## src/design/pcq_params.svh

```systemverilog
`ifndef PCQ_PARAMS_SVH
`define PCQ_PARAMS_SVH

// counter geometry and restart values
`define PCQ_CNT_W 16
`define PCQ_CNT_FIRST 16'h0000
`define PCQ_CNT_RESTART 16'h0001

// prescaler: divide by 2**pre, pre from 0 to 10
`define PCQ_PRE_W 4
`define PCQ_DIV_W 11
`define PCQ_PRE_MAX 4'hA

// reset values
`define PCQ_PER_RST 16'hFFFF
`define PCQ_DUTY_RST 16'h0000

`endif

```

## src/design/pcq_pkg.sv

```systemverilog
package pcq_pkg;

    // channel run state
    typedef enum logic [1:0] {
        PCQ_IDLE = 2'b00,
        PCQ_RUN = 2'b01,
        PCQ_DRAIN = 2'b10
    } pcq_state_t;

    // static channel configuration
    typedef struct packed {
        logic center_align_select;
        logic polarity;
        logic [3:0] prescale;
    } pcq_cfg_t;

    // pending period update
    typedef struct packed {
        logic valid;
        logic [15:0] value;
    } pcq_upd_t;

endpackage : pcq_pkg

```

## src/design/pcq_tick_gen.sv

```systemverilog
`timescale 1ns/100ps
`default_nettype none
`include "pcq_params.svh"

module pcq_tick_gen (
    input wire logic mclk,
    input wire logic rstn,
    input wire logic run,
    input wire logic [`PCQ_PRE_W-1:0] prescale,
    output logic tick
);

    logic [`PCQ_DIV_W-1:0] div_r;
    logic [`PCQ_DIV_W-1:0] div_nxt;

    // terminal count of the divider, clamped to the largest ratio
    function automatic logic [`PCQ_DIV_W-1:0] pcq_mask(
        input logic [`PCQ_PRE_W-1:0] pre);
        logic [`PCQ_PRE_W-1:0] p;
        p = (pre > `PCQ_PRE_MAX) ? `PCQ_PRE_MAX : pre;
        pcq_mask = `PCQ_DIV_W'((12'h001 << p) - 12'h001);
    endfunction : pcq_mask

    // tick once per 2**prescale clocks; held at zero while stopped
    assign tick = run && (div_r == pcq_mask(prescale));

    always_comb begin
        if (!run || tick) begin
            div_nxt = '0;
        end else begin
            div_nxt = div_r + `PCQ_DIV_W'(1);
        end
    end

    always_ff @(posedge mclk or negedge rstn) begin
        if (!rstn) begin
            div_r <= '0;
        end else begin
            div_r <= div_nxt;
        end
    end

endmodule : pcq_tick_gen

`default_nettype wire

```

## src/design/pcq_channel.sv

```systemverilog
`timescale 1ns/100ps
`default_nettype none
`include "pcq_params.svh"

// Function
// - first period from zero, later from one
// - center-aligned enable raises event at once
// - zero update value is ignored
// - enabled bit stays one until period ends
module pcq_channel #(
    parameter int CW = `PCQ_CNT_W
) (
    input wire logic mclk,
    input wire logic rstn,
    input wire pcq_pkg::pcq_cfg_t cfg,
    input wire logic chan_enable,
    input wire logic period_wr,
    input wire logic [CW-1:0] period_data,
    input wire logic duty_wr,
    input wire logic [CW-1:0] duty_data,
    input wire logic upd_wr,
    input wire logic [CW-1:0] channel_update_register,
    output logic pwm_out,
    output logic channel_enabled_bit,
    output logic chan_event,
    output logic [CW-1:0] cnt_value
);

    pcq_pkg::pcq_state_t state_r;
    pcq_pkg::pcq_state_t state_nxt;
    logic [CW-1:0] cnt_r;
    logic [CW-1:0] cnt_nxt;
    logic [CW-1:0] per_r;
    logic [CW-1:0] per_nxt;
    logic [CW-1:0] duty_r;
    logic [CW-1:0] duty_nxt;
    logic pend_v_r;
    logic pend_v_nxt;
    logic [CW-1:0] pend_r;
    logic [CW-1:0] pend_nxt;
    logic event_r;
    logic event_nxt;
    logic pwm_r;
    logic pwm_nxt;
    logic tick;
    logic start;
    logic wrap;

    // channel clock from the prescaler, runs only while the channel runs
    pcq_tick_gen u_tick (
        .mclk(mclk),
        .rstn(rstn),
        .run(state_r != pcq_pkg::PCQ_IDLE),
        .prescale(cfg.prescale),
        .tick(tick)
    );

    assign start = chan_enable && (state_r == pcq_pkg::PCQ_IDLE);
    assign wrap = tick && (cnt_r >= per_r);

    // run state and period counter
    always_comb begin
        state_nxt = state_r;
        cnt_nxt = cnt_r;
        case (state_r)
            pcq_pkg::PCQ_IDLE: begin
                if (chan_enable) begin
                    state_nxt = pcq_pkg::PCQ_RUN;
                    cnt_nxt = CW'(`PCQ_CNT_FIRST);
                end
            end
            pcq_pkg::PCQ_RUN, pcq_pkg::PCQ_DRAIN: begin
                if (!chan_enable) begin
                    state_nxt = pcq_pkg::PCQ_DRAIN;
                end else begin
                    state_nxt = pcq_pkg::PCQ_RUN;
                end
                if (wrap) begin
                    cnt_nxt = CW'(`PCQ_CNT_RESTART);
                    if (!chan_enable) begin
                        state_nxt = pcq_pkg::PCQ_IDLE;
                        cnt_nxt = CW'(`PCQ_CNT_FIRST);
                    end
                end else if (tick) begin
                    cnt_nxt = cnt_r + CW'(1);
                end
            end
            default: begin
                state_nxt = pcq_pkg::PCQ_IDLE;
                cnt_nxt = CW'(`PCQ_CNT_FIRST);
            end
        endcase
    end

    always_ff @(posedge mclk or negedge rstn) begin
        if (!rstn) begin
            state_r <= pcq_pkg::PCQ_IDLE;
            cnt_r <= CW'(`PCQ_CNT_FIRST);
        end else begin
            state_r <= state_nxt;
            cnt_r <= cnt_nxt;
        end
    end

    // period, duty and the update path applied at period end
    always_comb begin
        per_nxt = per_r;
        duty_nxt = duty_r;
        pend_v_nxt = pend_v_r;
        pend_nxt = pend_r;
        if (period_wr && (state_r == pcq_pkg::PCQ_IDLE)) begin
            per_nxt = period_data;
        end
        if (duty_wr) begin
            duty_nxt = duty_data;
        end
        if (wrap && pend_v_r) begin
            per_nxt = pend_r;
            pend_v_nxt = 1'b0;
        end
        // a zero value never reaches the pending slot
        if (upd_wr && (channel_update_register != '0)) begin
            pend_v_nxt = 1'b1;
            pend_nxt = channel_update_register;
        end
    end

    always_ff @(posedge mclk or negedge rstn) begin
        if (!rstn) begin
            per_r <= CW'(`PCQ_PER_RST);
            duty_r <= CW'(`PCQ_DUTY_RST);
            pend_v_r <= 1'b0;
            pend_r <= '0;
        end else begin
            per_r <= per_nxt;
            duty_r <= duty_nxt;
            pend_v_r <= pend_v_nxt;
            pend_r <= pend_nxt;
        end
    end

    // channel event and waveform
    always_comb begin
        event_nxt = wrap && (state_r == pcq_pkg::PCQ_RUN);
        if (start && cfg.center_align_select) begin
            event_nxt = 1'b1;
        end
        pwm_nxt = cfg.polarity;
        if (state_r == pcq_pkg::PCQ_RUN) begin
            pwm_nxt = (cnt_r < duty_r) ^ cfg.polarity;
        end
    end

    always_ff @(posedge mclk or negedge rstn) begin
        if (!rstn) begin
            event_r <= 1'b0;
            pwm_r <= 1'b0;
        end else begin
            event_r <= event_nxt;
            pwm_r <= pwm_nxt;
        end
    end

    // outputs
    assign chan_event = event_r;
    assign pwm_out = pwm_r;
    assign cnt_value = cnt_r;
    assign channel_enabled_bit = (state_r != pcq_pkg::PCQ_IDLE);
endmodule : pcq_channel

`default_nettype wire

```

## config.mk

```make
export PLATFORM = sky130hd
export DESIGN_NAME = pcq_channel
export DESIGN_NICKNAME = d
export VERILOG_FILES = /design/src/design/pcq_pkg.sv /design/src/design/pcq_tick_gen.sv /design/src/design/pcq_channel.sv
export VERILOG_INCLUDE_DIRS = /design/src /design/src/design
export SDC_FILE = /design/constraint.sdc
export NUM_CORES = 1
export LEC_CHECK = 0
export ABC_AREA = 1
export BUFFER_PORTS_ARGS = -buffer_cell sky130_fd_sc_hd__buf_2
export CORE_MARGIN = 3
export CORE_UTILIZATION = 35
export CTS_BUF_LIST = sky130_fd_sc_hd__clkbuf_4 sky130_fd_sc_hd__clkbuf_8
export CTS_CLUSTER_DIAMETER = 150
export DETAILED_ROUTE_END_ITERATION = 12
export GPL_TIMING_DRIVEN = 0
export PLACE_DENSITY = 0.62
export SYNTH_ARGS = -nofsm -noshare
export SYNTH_HDL_FRONTEND = slang
export SYNTH_SLANG_ARGS = --single-unit
```

## constraint.sdc

```tcl
create_clock -name mclk -period 1.85 [get_ports mclk]
set_input_delay 0.2775 -clock mclk [delete_from_list [all_inputs] [get_ports mclk]]
set_output_delay 0.2775 -clock mclk [all_outputs]
set_load 0.01 [all_outputs]
```

==> flow_summary.yaml <==
worst_setup_path:
  critPathLaunchType: "flip-flop"
  rr_endpoint: "per_r[3]$_DFFE_PN1P_"
  crit_fanout: 7
  rr_worst_depth: 13
  setup.worst_path.class: "flip-flop to flip-flop"
  reg2reg_slack_ps: -260
  crit_family: "flip-flops"
  crit_path_top_delay_cell: "dfstp_2"
  cp.required_ps: 2150
  slowest_delay_ps: 530
  cp-end-kind: "flip-flop"
  cp_num_buf_inv: 3
  r2r_start: "per_r[7]$_DFFE_PN1P_"
  path_cells: "inv_1 > ha_1 > a21oi_1 > o21a_1 > nand2_1 > nand2_2 > nand3_4 > nand4_1 > buf_6 > buf_8 > nand2_1 > nand2_1 > nand2_1"
  crit_arrival_ps: 2410
  crit_top_cell: "nand2_1"
yosys:
  async_flop_share: 1.00
  synth.net_count: 793
  syn-cell-area_sq_mm: 0.00521
  syn_inst: 696
  ys_types: 37
  ys_seq_elements: 80
  ys_warn_count: 0
  synth_edf_count: 0
  synth_flop_cell: "dfrtp_1"
  yosysSeqAreaShare: 0.388
  synth_area_per_cell_sq_um: 7.49
sta:
  hold-worst-slack_ps: 93.6
  worst_pin_slew_ps: 576
  finalCritPeriodShare: 1.14
  setup_viol: 33
  drv_slew: 0
  hold_viol: 0
  layout_setup_ws_ps: -261
  max_slew_margin: 0.612
  rsz0062_at_grt: "true"
  min_period_ps: 2110
  fmax_mhz: 474
  fin_skew_ps: 13.5
clocking:
  root_buffer: "clkbuf_8"
  numCtsBuffers: 9
  cts_tree: "yes"
  clk_latency_ps: 360
  cts_num_sinks: 80
  clk_pin_slew_ps: 90
  clockBufferDepth: 2
  htreeDepth: 3
grt:
  grt_max_degree: 48
  first_global_vias: 4472
  antenna_found_initial: 0
  grt_pass1_wl_mm: 21.0
  use_met2: 0.251
  grt_usage: 0.158
  grt_busiest_layer: "met2"
  met1_usage: 0.216
  grt_overflow: 0
  grt_use_met3: 0.0246
place:
  portBuffers: 76
  detailed_place_hpwl_mm: 9.42
  dp_cells: 953
  gp_congestion: 0.822
  placed_area_sq_mm: 0.00596
finish:
  final_cell_mix: "168 x nand2_1, 93 x inv_1, 74 x buf_2"
  syn_to_final_growth_pct: 33.4
  drive_gt1_frac: 0.360
  antenna_cells: 0
  fin_area_sq_mm: 0.00696
  nNetsFinal: 917
  multi_input_area_sq_mm: 0.00311
  regArea_sq_mm: 0.00203
  fin_cells: 1005
  fillCellCount: 1430
  layout_commonest_cell: "nand2_1"
floorplan:
  start_util: 0.367
  io_pins: 79
  die_area_sq_mm: 0.0164
  die_w_microns: 128
  die_h_microns: 128
  rows: 43
  coreArea_sq_mm: 0.0142
hold_path:
  holdPathStages: 2
  hold_start: "cfg[4]"
  min_path_type: "primary input to flip-flop"
  holdPathEnd: "pwm_out$_DFF_PN0_"
power_and_ir_drop:
  p_total_mw: 5.84
  ir_worst_vdd_mv: 0.382
  power.density_mw_per_mm2: 840
  leakage_nw: 3.44
drt:
  dr.pass1.iters: 4
  drt-total-wl_mm: 13.0
  routed-via-count: 4723
  drc: 0
  drtAntennaViolNets: 0
  post_drt_wl_per_cell_microns: 12.9
  initialDrtViolationCount: 201
  post_drt_via_cell_ratio: 4.70
flow_run:
  cap_violations: 0
run_status:
  status: "complete, but fails checks"
  violations: "setup timing"
==> synthesized netlist by cell type, drive strengths merged (8+ instances only) <==
| cell | count | share of area |
|---|---|---|
| o21ai | 54 | 0.059 |
| xor2 | 11 | 0.018 |
| buf | 10 | 0.015 |
| dfrtp | 64 | 0.31 |
| nor2 | 42 | 0.041 |
| inv | 110 | 0.079 |
| nand3 | 73 | 0.075 |
| ha | 37 | 0.089 |
| nor3 | 8 | 0.0086 |
| nand2 | 203 | 0.15 |
| clkbuf | 12 | 0.0086 |
| dfstp | 16 | 0.081 |
| nand4 | 16 | 0.019 |
| a21oi | 18 | 0.017 |
==> stage by stage <==
| stage | setup WS (ps) | util | setup TNS (ps) |
|---|---|---|---|
| 2_1_floorplan | -336 | - | -11110 |
| 3_3_place_gp | -771 | 0.417 | -44120 |
| 3_5_place_dp | -790 | 0.419 | -33720 |
| 4_1_cts | -180 | 0.462 | -4270 |
| 5_1_grt | -335 | 0.490 | -8860 |
| 6_report | -261 | 0.490 | -6020 |
==> cell families (layout without fill, tap and decap cells) <==
kind of cell,Yosys count,after routing,synth area share
AND/OR/NAND/NOR,350,350,0.306
adder cells (fa/ha/maj),37,37,0.0888
AO/OA/AOI/OAI,81,81,0.0888
flip-flops,80,80,0.388
buffers and inverters,133,262,0.103
XOR/XNOR,15,15,0.0252
==> area by class of cell <==
| type | count | area share |
|---|---|---|
| Multi-Input combinational cell | 483 | 0.447 |
| Buffer | 20 | 0.0243 |
| Clock inverter | 5 | 0.00558 |
| Timing Repair Buffer | 115 | 0.116 |
| Clock buffer | 11 | 0.0209 |
| Sequential cell | 80 | 0.292 |
| Tap cell | 180 | 0.0324 |
| Inverter | 111 | 0.0617 |
==> timing repair <==
item,4_1_cts,5_1_grt
endpoints found under the setup margin,46,63
pin swaps,25,28
hold buffers,1,0
buffers inserted,17,14
resized for setup,67,62
hold endpoints to repair,33,0
cloned,4,2
==> registers in the layout, indices dropped and copies added, names as in the netlist <==
| signal | flops |
|---|---|
| chan_event | 1 |
| cnt_value | 16 |
| duty_r | 16 |
| pend_r | 16 |
| pend_v_r | 1 |
| per_r | 16 |
| pwm_out | 1 |
| state_r | 2 |
| u_tick.div_r | 11 |
==> worst reg2reg max path: stages, from the launching register on <==
cell     delay, ps
dfstp_2        530
inv_1           40
ha_1           300
a21oi_1        180
o21a_1         160
nand2_1         70
nand2_2         80
nand3_4        110
nand4_1        110
buf_6          170
buf_8          140
nand2_1         50
nand2_1         70
nand2_1         50
==> worst max-delay path by stage <==
stage,start,to,cells past startpoint
2_1_floorplan,cfg[2],cnt_value[0]$_DFFE_PN0P_,20
3_3_place_gp,cfg[3],per_r[8]$_DFFE_PN1P_,19
3_5_place_dp,cfg[3],per_r[12]$_DFFE_PN1P_,19
4_1_cts,per_r[14]$_DFFE_PN1P_,per_r[13]$_DFFE_PN1P_,13
5_1_grt,per_r[7]$_DFFE_PN1P_,per_r[12]$_DFFE_PN1P_,13
6_report,per_r[7]$_DFFE_PN1P_,per_r[3]$_DFFE_PN1P_,13
==> metal layers <==
layer / vias to the layer above / wire length (microns)
met1: 2140 / 6260
met2: 90 / 5940
li1: 2478 / -
met3: 15 / 528
met4: 0 / 238
met5: - / 0
==> report_power, final <==
part / leakage (nW) / switching, mW / internal, mW
sequential: 0.974 / 0.169 / 2.15
clock: 0.0937 / 0.681 / 0.549
combinational: 2.37 / 1.28 / 1.01
total: 3.44 / 2.13 / 3.71
No activity file was read; power rests on OpenSTA's default activity.
